==> src/hdl/bridge_header_ctrl_pkg.sv <==
/*
 * constants for the bridge header control registers: offsets, field positions,
 * reset values and forwarding decode bounds.
 * assumes byte addresses into the configuration header, dword aligned.
 */
`default_nettype none

package bridge_header_ctrl_pkg;

	// ***********************************************
	// register offsets
	// ***********************************************
	localparam logic [7:0] OFF_IO_WINDOW_HIGH = 8'h30;
	localparam logic [7:0] OFF_CAP_POINTER    = 8'h34;
	localparam logic [7:0] OFF_INT_BRIDGE     = 8'h3C;

	// ***********************************************
	// reset values
	// ***********************************************
	localparam logic [15:0] RST_IO_BASE_HIGH  = 16'h0000;
	localparam logic [15:0] RST_IO_LIMIT_HIGH = 16'h0000;
	localparam logic [7:0]  RST_CAP_POINTER   = 8'h40;
	localparam logic [7:0]  RST_INT_LINE      = 8'h00;
	localparam logic [7:0]  RST_INT_PIN       = 8'h00;
	localparam logic        RST_CTRL_BIT      = 1'b0;

	// ***********************************************
	// bridge control bit positions in the 3Ch word
	// ***********************************************
	localparam int BIT_POISON_RESP = 16;
	localparam int BIT_ERR_FWD     = 17;
	localparam int BIT_ISA_EN      = 18;
	localparam int BIT_VGA_EN      = 19;
	localparam int BIT_VGA_DEC16   = 20;
	localparam int BIT_SEC_RESET   = 22;

	// ***********************************************
	// forwarding decode bounds
	// ***********************************************
	localparam logic [31:0] VGA_MEM_LOW   = 32'h000A_0000;
	localparam logic [31:0] VGA_MEM_HIGH  = 32'h000B_FFFF;
	localparam logic [9:0]  VGA_IO_A_LOW  = 10'h3B0;
	localparam logic [9:0]  VGA_IO_A_HIGH = 10'h3BB;
	localparam logic [9:0]  VGA_IO_B_LOW  = 10'h3C0;
	localparam logic [9:0]  VGA_IO_B_HIGH = 10'h3DF;
	// first 64KB of i/o space: address bits 31..16 all zero
	localparam logic [15:0] IO_LOW64K_TOP = 16'h0000;
	// top 768 bytes of each 1KB block have bits 9..8 non-zero
	localparam logic [1:0]  ISA_ALIAS_LOW = 2'h0;

	localparam int NUM_DOWN_PORTS = 3;

endpackage

`default_nettype wire

==> src/hdl/bridge_header_ctrl_regs.sv <==
/*
 * configuration registers 30h..3Ch of a switch port's bridge header, plus the
 * decode and gating logic steered by the bridge control word.
 * assumes one clock, configuration accesses arriving as single-cycle requests
 * from the upstream host, and window low halves supplied by neighbouring regs.
 */
// Behaviour
// 16-bit RW i/o window base bits 31:16 at 30h[15:0], reset zero.
// 16-bit RW i/o window limit bits 31:16 at 30h[31:16], reset zero.
// capability pointer reads 40h, read-only.
// interrupt pin RO in bits 15:8, reset zero, sideband load may override.
// bit 16 clear ignores secondary poisoned TLPs; set reports them.
// bit 17 gates forwarding of secondary error messages upstream, reset zero.
// bit 18 set sends window i/o in the top 768 bytes of each 1KB of the first 64KB upstream, unless VGA claims it.
// bit 19 set forwards memory accesses A0000h..BFFFFh.
// with VGA on, low-64KB i/o at 3B0h-3BBh or 3C0h-3DFh forwarded.
// bit 20 selects 10-bit (clear) or 16-bit (set) VGA i/o decode.
// secondary bus reset bit triggers hot reset on this port, reset zero.
// on upstream port, that bit resets every downstream port.
// legacy bits 21 and 23..27 read-only, always zero.
// interrupt line byte is plain RW storage, reset zero.
// reserved bits 31:28 read zero, unaffected by writes.
`timescale 1ns/10ps
`default_nettype none

module bridge_header_ctrl_regs (
	// clock and reset
	input  wire logic        core_clk,
	input  wire logic        arst_n,
	// configuration access from upstream host
	input  wire logic        cfgReq,
	input  wire logic        cfgWrite,
	input  wire logic [7:0]  cfgAddr,
	input  wire logic [3:0]  cfgByteEn,
	input  wire logic [31:0] cfgWrData,
	output logic             cfgAck,
	output logic [31:0]      cfgRdData,
	// sideband / serial memory load of interrupt pin
	input  wire logic        pinLoadValid,
	input  wire logic [7:0]  pinLoadValue,
	// port role and window low halves
	input  wire logic        isUpstreamPort,
	input  wire logic [15:0] ioBaseLow,
	input  wire logic [15:0] ioLimitLow,
	// forwarding decode request
	input  wire logic        ioReqValid,
	input  wire logic [31:0] ioReqAddr,
	input  wire logic        memReqValid,
	input  wire logic [31:0] memReqAddr,
	output logic             ioForwardDown,
	output logic             ioForwardUp,
	output logic             vgaMemForward,
	// secondary side events
	input  wire logic        poisonedSeen,
	input  wire logic        errMsgSeen,
	output logic             poisonReport,
	output logic             errMsgForward,
	// hot reset outputs
	output logic                                          hotResetReq,
	output logic [bridge_header_ctrl_pkg::NUM_DOWN_PORTS-1:0] downPortReset_n
);

	// ***********************************************
	// storage
	// ***********************************************
	logic [15:0] ioBaseHigh_r;
	logic [15:0] ioLimitHigh_r;
	logic [7:0]  intLine_r;
	logic [7:0]  intPin_r;
	logic        poisonResp_r;
	logic        errFwd_r;
	logic        isaEn_r;
	logic        vgaEn_r;
	logic        vgaDec16_r;
	logic        secReset_r;
	logic [31:0] ctrlWord;
	logic [31:0] rdData_nxt;
	logic        wrIo;
	logic        wrIntBr;

	assign wrIo    = cfgReq && cfgWrite && (cfgAddr == bridge_header_ctrl_pkg::OFF_IO_WINDOW_HIGH);
	assign wrIntBr = cfgReq && cfgWrite && (cfgAddr == bridge_header_ctrl_pkg::OFF_INT_BRIDGE);

	// window base high
	always_ff @(posedge core_clk or negedge arst_n) begin
		if (!arst_n) begin
			ioBaseHigh_r <= bridge_header_ctrl_pkg::RST_IO_BASE_HIGH;
		end else if (wrIo) begin
			if (cfgByteEn[0]) ioBaseHigh_r[7:0]  <= cfgWrData[7:0];
			if (cfgByteEn[1]) ioBaseHigh_r[15:8] <= cfgWrData[15:8];
		end
	end

	// window limit high
	always_ff @(posedge core_clk or negedge arst_n) begin
		if (!arst_n) begin
			ioLimitHigh_r <= bridge_header_ctrl_pkg::RST_IO_LIMIT_HIGH;
		end else if (wrIo) begin
			if (cfgByteEn[2]) ioLimitHigh_r[7:0]  <= cfgWrData[23:16];
			if (cfgByteEn[3]) ioLimitHigh_r[15:8] <= cfgWrData[31:24];
		end
	end

	// interrupt line storage
	always_ff @(posedge core_clk or negedge arst_n) begin
		if (!arst_n) begin
			intLine_r <= bridge_header_ctrl_pkg::RST_INT_LINE;
		end else if (wrIntBr && cfgByteEn[0]) begin
			intLine_r <= cfgWrData[7:0];
		end
	end

	// pin byte, only the sideband load may change it
	always_ff @(posedge core_clk or negedge arst_n) begin
		if (!arst_n) begin
			intPin_r <= bridge_header_ctrl_pkg::RST_INT_PIN;
		end else if (pinLoadValid) begin
			intPin_r <= pinLoadValue;
		end
	end

	// control bits in byte 2; byte 3 holds only hardwired and reserved bits
	always_ff @(posedge core_clk or negedge arst_n) begin
		if (!arst_n) begin
			poisonResp_r <= bridge_header_ctrl_pkg::RST_CTRL_BIT;
			errFwd_r     <= bridge_header_ctrl_pkg::RST_CTRL_BIT;
			isaEn_r      <= bridge_header_ctrl_pkg::RST_CTRL_BIT;
			vgaEn_r      <= bridge_header_ctrl_pkg::RST_CTRL_BIT;
			vgaDec16_r   <= bridge_header_ctrl_pkg::RST_CTRL_BIT;
			secReset_r   <= bridge_header_ctrl_pkg::RST_CTRL_BIT;
		end else if (wrIntBr && cfgByteEn[2]) begin
			poisonResp_r <= cfgWrData[bridge_header_ctrl_pkg::BIT_POISON_RESP];
			errFwd_r     <= cfgWrData[bridge_header_ctrl_pkg::BIT_ERR_FWD];
			isaEn_r      <= cfgWrData[bridge_header_ctrl_pkg::BIT_ISA_EN];
			vgaEn_r      <= cfgWrData[bridge_header_ctrl_pkg::BIT_VGA_EN];
			vgaDec16_r   <= cfgWrData[bridge_header_ctrl_pkg::BIT_VGA_DEC16];
			secReset_r   <= cfgWrData[bridge_header_ctrl_pkg::BIT_SEC_RESET];
		end
	end

	// ***********************************************
	// read path
	// ***********************************************
	// hardwired zeros fall out of the zero default
	always_comb begin
		ctrlWord = 32'h0000_0000;
		ctrlWord[bridge_header_ctrl_pkg::BIT_POISON_RESP] = poisonResp_r;
		ctrlWord[bridge_header_ctrl_pkg::BIT_ERR_FWD]     = errFwd_r;
		ctrlWord[bridge_header_ctrl_pkg::BIT_ISA_EN]      = isaEn_r;
		ctrlWord[bridge_header_ctrl_pkg::BIT_VGA_EN]      = vgaEn_r;
		ctrlWord[bridge_header_ctrl_pkg::BIT_VGA_DEC16]   = vgaDec16_r;
		ctrlWord[bridge_header_ctrl_pkg::BIT_SEC_RESET]   = secReset_r;
		ctrlWord[15:0] = {intPin_r, intLine_r};
	end

	// address decode; unmapped offsets read zero
	always_comb begin
		if (cfgAddr == bridge_header_ctrl_pkg::OFF_IO_WINDOW_HIGH) begin
			rdData_nxt = {ioLimitHigh_r, ioBaseHigh_r};
		end else if (cfgAddr == bridge_header_ctrl_pkg::OFF_CAP_POINTER) begin
			// fixed pointer
			rdData_nxt = {24'h00_0000, bridge_header_ctrl_pkg::RST_CAP_POINTER};
		end else if (cfgAddr == bridge_header_ctrl_pkg::OFF_INT_BRIDGE) begin
			rdData_nxt = ctrlWord;
		end else begin
			rdData_nxt = 32'h0000_0000;
		end
	end

	// one-cycle answer, data registered
	always_ff @(posedge core_clk or negedge arst_n) begin
		if (!arst_n) begin
			cfgAck    <= 1'b0;
			cfgRdData <= 32'h0000_0000;
		end else begin
			cfgAck <= cfgReq;
			if (cfgReq && !cfgWrite) cfgRdData <= rdData_nxt;
		end
	end

	// ***********************************************
	// forwarding decode
	// ***********************************************
	logic [31:0] winBase;
	logic [31:0] winLimit;
	logic        inWindow;
	logic        low64k;
	logic        isaAlias;
	logic        vgaIoHit;
	logic [9:0]  lowTen;

	assign winBase  = {ioBaseHigh_r, ioBaseLow};
	assign winLimit = {ioLimitHigh_r, ioLimitLow};
	assign inWindow = (ioReqAddr >= winBase) && (ioReqAddr <= winLimit);
	assign low64k   = (ioReqAddr[31:16] == bridge_header_ctrl_pkg::IO_LOW64K_TOP);
	assign isaAlias = low64k && (ioReqAddr[9:8] != bridge_header_ctrl_pkg::ISA_ALIAS_LOW);
	assign lowTen   = ioReqAddr[9:0];

	// vga i/o match; 10-bit decode ignores bits 15..10
	always_comb begin
		vgaIoHit = low64k &&
			(((lowTen >= bridge_header_ctrl_pkg::VGA_IO_A_LOW) && (lowTen <= bridge_header_ctrl_pkg::VGA_IO_A_HIGH)) ||
			 ((lowTen >= bridge_header_ctrl_pkg::VGA_IO_B_LOW) && (lowTen <= bridge_header_ctrl_pkg::VGA_IO_B_HIGH)));
		if (vgaDec16_r && (ioReqAddr[15:10] != 6'h00)) vgaIoHit = 1'b0;
	end

	// i/o direction, vga claim wins over isa alias
	always_ff @(posedge core_clk or negedge arst_n) begin
		if (!arst_n) begin
			ioForwardDown <= 1'b0;
			ioForwardUp   <= 1'b0;
		end else begin
			ioForwardDown <= ioReqValid && ((vgaEn_r && vgaIoHit) || (inWindow && !(isaEn_r && isaAlias)));
			ioForwardUp   <= ioReqValid && inWindow && isaEn_r && isaAlias && !(vgaEn_r && vgaIoHit);
		end
	end

	// legacy video memory
	always_ff @(posedge core_clk or negedge arst_n) begin
		if (!arst_n) begin
			vgaMemForward <= 1'b0;
		end else begin
			vgaMemForward <= memReqValid && vgaEn_r && (memReqAddr >= bridge_header_ctrl_pkg::VGA_MEM_LOW) &&
				(memReqAddr <= bridge_header_ctrl_pkg::VGA_MEM_HIGH);
		end
	end

	// event gating, one pulse per event
	always_ff @(posedge core_clk or negedge arst_n) begin
		if (!arst_n) begin
			poisonReport  <= 1'b0;
			errMsgForward <= 1'b0;
		end else begin
			poisonReport  <= poisonedSeen && poisonResp_r;
			errMsgForward <= errMsgSeen && errFwd_r;
		end
	end

	// hot reset fan-out; held while the bit stays set
	always_ff @(posedge core_clk or negedge arst_n) begin
		if (!arst_n) begin
			hotResetReq     <= 1'b0;
			downPortReset_n <= '1;
		end else begin
			hotResetReq     <= secReset_r;
			downPortReset_n <= (secReset_r && isUpstreamPort) ? '0 : '1;
		end
	end
endmodule // bridge_header_ctrl_regs

`default_nettype wire

==> config.mk <==
export PLATFORM = sky130hd
export DESIGN_NAME = bridge_header_ctrl_regs
export DESIGN_NICKNAME = d
export VERILOG_FILES = /design/src/hdl/bridge_header_ctrl_pkg.sv /design/src/hdl/bridge_header_ctrl_regs.sv
export SDC_FILE = /design/constraint.sdc
export NUM_CORES = 1
export LEC_CHECK = 0
export ABC_AREA = 1
export BUFFER_PORTS_ARGS = -buffer_cell sky130_fd_sc_hd__buf_2
export CELL_PAD_IN_SITES_DETAIL_PLACEMENT = 0
export CELL_PAD_IN_SITES_GLOBAL_PLACEMENT = 1
export CORE_UTILIZATION = 40
export CTS_CLUSTER_DIAMETER = 50
export DETAILED_ROUTE_END_ITERATION = 8
export GPL_TIMING_DRIVEN = 0
export MAX_ROUTING_LAYER = met4
export PLACE_DENSITY = 0.86
export SYNTH_ARGS = -nofsm -noshare
export SYNTH_HDL_FRONTEND = slang
export SYNTH_SLANG_ARGS = --single-unit
==> constraint.sdc <==
create_clock -name core_clk -period 2.35 [get_ports core_clk]
set_clock_uncertainty 0.15 [all_clocks]
set_input_delay 0.3525 -clock core_clk [delete_from_list [all_inputs] [get_ports core_clk]]
set_output_delay 0.3525 -clock core_clk [all_outputs]
set_load 0.005 [all_outputs]
==> run metrics <==
Site Rows=43; post-synthesis share of cell area spent on and, or, nand and nor gates=around a fifth; post-cts gate resize count=0; fraction of the cycle the final worst path needs=86.9%; final weighted congestion in routability-driven placement=0.820; placed cell area=0.00696 mm^2; ANT nets after route=0; main combinational cell family by area after synthesis=simple AND/OR/NAND/NOR gates; multi-input combinational cell area=about 0.0029 mm^2; cells after synthesis=686; via count of the first global-routing pass=4746; Critical Path Fanout Max=10; Reg2Reg Launch Point=ioBaseHigh_r[1]$_DFFE_PN0P_; Seq/Total Area, Yosys=40.7%; area of all sequential standard cells=approximately 0.0024 mm^2; clock insertion delay at the later pin of the skew report=~0.35 ns; classification of the worst-slack hold path=in -> reg; # setup viols final=0; area leader, netlist=sky130_fd_sc_hd__dfrtp_1; setup repair after global routing missed its margin=no; worst hold margin=a little under 0.04 ns; # DRC=0; number of synthesized flops with an enable pin=0; Clock transition at path regs=0.06 ns; top cell type's share of synthesized area=roughly two fifths; depth of the worst register-to-register path=10; layout cells sized above 1=about a third; Fillers=about 1400; Top FF cell, synth=sky130_fd_sc_hd__dfrtp_1; count of input and output buffers=182; number of buffers created by CTS=9; time the final worst path needs with I/O delays and setup=just over 2 ns; Avg WL per Cell=13.4 um; leakage=between 4 and 5 nW; flip-flop and latch count after synthesis=94; class of the most critical setup path=in -> reg; endpoint of the worst register-to-register path=ioForwardDown$_DFF_PN0_; Initial Utilization=41.4%; Net Count, Synth=about 910; final number of max-transition violations=0; Global Route Usage Sum=slightly above 20%; die area=0.0150 mm^2; buffer cell driving the clock tree root=sky130_fd_sc_hd__clkbuf_16; maximum level of the CTS H-tree=3; Post-CTS Repair Setup Buffers=0; vias per inst=between 4 and 5; count of TritonRoute iterations in the first routing pass=5; width of the die=around 120 um; area fraction in compound gates after synthesis=approximately 16%; area growth from synthesis to layout=26.6%; vias post-DR=5035; total instance count after detailed placement=1049; setup TNS=0 ns; area share of fa/ha/maj cells after synthesis=between 10% and 20%; setup slack after placement=around 0.38 ns; Core ar.=roughly 0.014 mm^2; number of distinct library cells after synthesis=36; Worst EP required=between 2 and 2.5 ns; Boundary Pins=200; number of nets in the final layout=1107; antenna violations before repair=1; maximum number of pins on one net before global-route repair=54; setup slack of the worst register-to-register path=0.52 ns; slew at the pin closest to its max-slew limit=0.597 ns; most common cell in the synthesized netlist=sky130_fd_sc_hd__nand2_1; total power divided by cell area=528 mW/mm^2; Worst setup EP type=flop; Congestion Overflow GR=0; leading post-synthesis cells by cell area=sky130_fd_sc_hd__dfrtp_1 (40%), sky130_fd_sc_hd__ha_1 (14%), sky130_fd_sc_hd__nand2_1 (8.8%), sky130_fd_sc_hd__inv_1 (6.9%), sky130_fd_sc_hd__nor2_1 (5.2%); detailed placer's ending HPWL=11600 um; beginning of the worst hold path=errMsgSeen; die boundary height=122 um; outcome=finished, final reports clean; Synth async-reset ratio=100%; hold violation count in the final report=0; Synth Area in XOR/XNOR=0%; Fmax=between 0.4 and 0.5 GHz; count of max-cap constraint violations=0; number of cells on the worst hold path=3; hold path endpoint=errMsgForward$_DFF_PN0_; detailed router's first-iteration violation count=about 290; overall routed net length=14400 um; CTS sink count=94; average size of a mapped cell=8.44 um^2; CTS Buffer Depth=2; mux contribution to synthesized area=less than 1%; final instance area=0.00733 mm^2; Worst IR Drop VDD=0.644 mV; startpoint type of the worst setup path=input pin; worst-case headroom to the max-slew limit=60.2%; Yosys warnings=0; top post-synthesis cells by count=sky130_fd_sc_hd__nand2_1 (136), sky130_fd_sc_hd__inv_1 (106), sky130_fd_sc_hd__dfrtp_1 (93); area of the mapped netlist=about 0.0058 mm^2; WP data arrival=2.12 ns; final setup slack of the worst path=0.307 ns; number of standard cells in the final layout excluding fillers=1071; CTS tree=built; first-pass GRT wire length=22900 um
[worst max path at each step]
stage               slack (ns)                   endpoint                         start
floorplan                 0.75    ioForwardDown$_DFF_PN0_  ioLimitHigh_r[5]$_DFFE_PN0P_
global placement         -0.22  cfgRdData[29]$_DFFE_PN0P_                        arst_n
detailed placement        0.38    ioForwardDown$_DFF_PN0_                  ioReqAddr[7]
CTS                       0.34  cfgRdData[14]$_DFFE_PN0P_                        cfgReq
global route              0.13  cfgRdData[14]$_DFFE_PN0P_                        cfgReq
finish                    0.31  cfgRdData[14]$_DFFE_PN0P_                        cfgReq
[placed cells by master, fill, tap and decap left out, drive strengths merged, types with 4 or more instances in the layout]
cell / Yosys / routed
buf: 14 / 197
nand2: 141 / 141
inv: 110 / 111
dfrtp: 93 / 93
nor2: 88 / 88
a21oi: 70 / 70
ha: 64 / 64
o21ai: 42 / 42
clkbuf: 6 / 17
o31ai: 11 / 11
nand3: 11 / 11
a221oi: 10 / 10
nand4: 6 / 6
nor4: 5 / 5
dlygate4sd3: 0 / 5
nor3: 4 / 4
[per-layer routing]
metal / vias to the layer above / GRT usage [%] / routed length, um
met5: - / - / 0
met4: 0 / 5.79 / 214
met3: 17 / 5.25 / 873
met2: 131 / 32.3 / 6550
met1: 2249 / 26.3 / 6730
li1: 2638 / - / -
[state kept, by name (all words and copies together), names as in the netlist]
signal,cells
secReset_r,1
cfgRdData,32
vgaEn_r,1
vgaMemForward,1
intLine_r,8
downPortReset_n,1
vgaDec16_r,1
poisonReport,1
isaEn_r,1
intPin_r,8
ioLimitHigh_r,16
ioBaseHigh_r,16
ioForwardDown,1
ioForwardUp,1
hotResetReq,1
errFwd_r,1
poisonResp_r,1
errMsgForward,1
cfgAck,1
[cell type report]
| class | count | share of cell area [%] |
|---|---|---|
| diodes | 1 | 0.0341 |
| clock buffers | 11 | 3.31 |
| repair buffers | 188 | 13.5 |
| flip-flops and latches | 94 | 32.1 |
| multi-input cells | 461 | 39.3 |
| well taps | 180 | 3.07 |
| plain buffers | 20 | 1.86 |
| inverters | 111 | 5.68 |
| clock inverters | 5 | 1.11 |
[kinds of logic (layout without fill, tap and decap cells)]
group | after synthesis | count (layout)
adder cells (fa/ha/maj) | 64 | 64
AND/OR/NAND/NOR | 257 | 257
flip-flops | 94 | 94
AO/OA/AOI/OAI | 139 | 139
buffers and inverters | 131 | 335
multiplexers | 1 | 1
other | 0 | 1
[what timing repair did]
item | in CTS | in global routing
hold endpoints to repair | 43 | 0
endpoints found under the setup margin | 0 | 0
hold buffers | 5 | 0
[power by group]
group          switching (mW)  leakage [nW]  total (mW)  internal (mW)
Sequential             0.0403          1.16        1.73           1.69
Clock                   0.614         0.156        1.58          0.963
Combinational           0.313          2.74       0.567          0.254
[per-stage QoR]
step | utilization (%) | power [mW]
after floorplan | - | 2.02
after global placement | 49.5 | 2.31
after detailed placement | 49.7 | 2.32
after CTS | 52.4 | 3.92
after global routing | 52.4 | 4.06
final | 52.4 | 3.87
[worst max-delay path: stages]
cell and delay, ns:
sky130_fd_sc_hd__dlygate4sd3_1 0.52, sky130_fd_sc_hd__buf_2 0.11, sky130_fd_sc_hd__inv_1 0.04, sky130_fd_sc_hd__nor2_2 0.19, sky130_fd_sc_hd__clkinv_1 0.20, sky130_fd_sc_hd__clkbuf_1 0.30
sky130_fd_sc_hd__a221oi_1 0.33, sky130_fd_sc_hd__nor2_1 0.07
(Power assumes the default switching activity.)
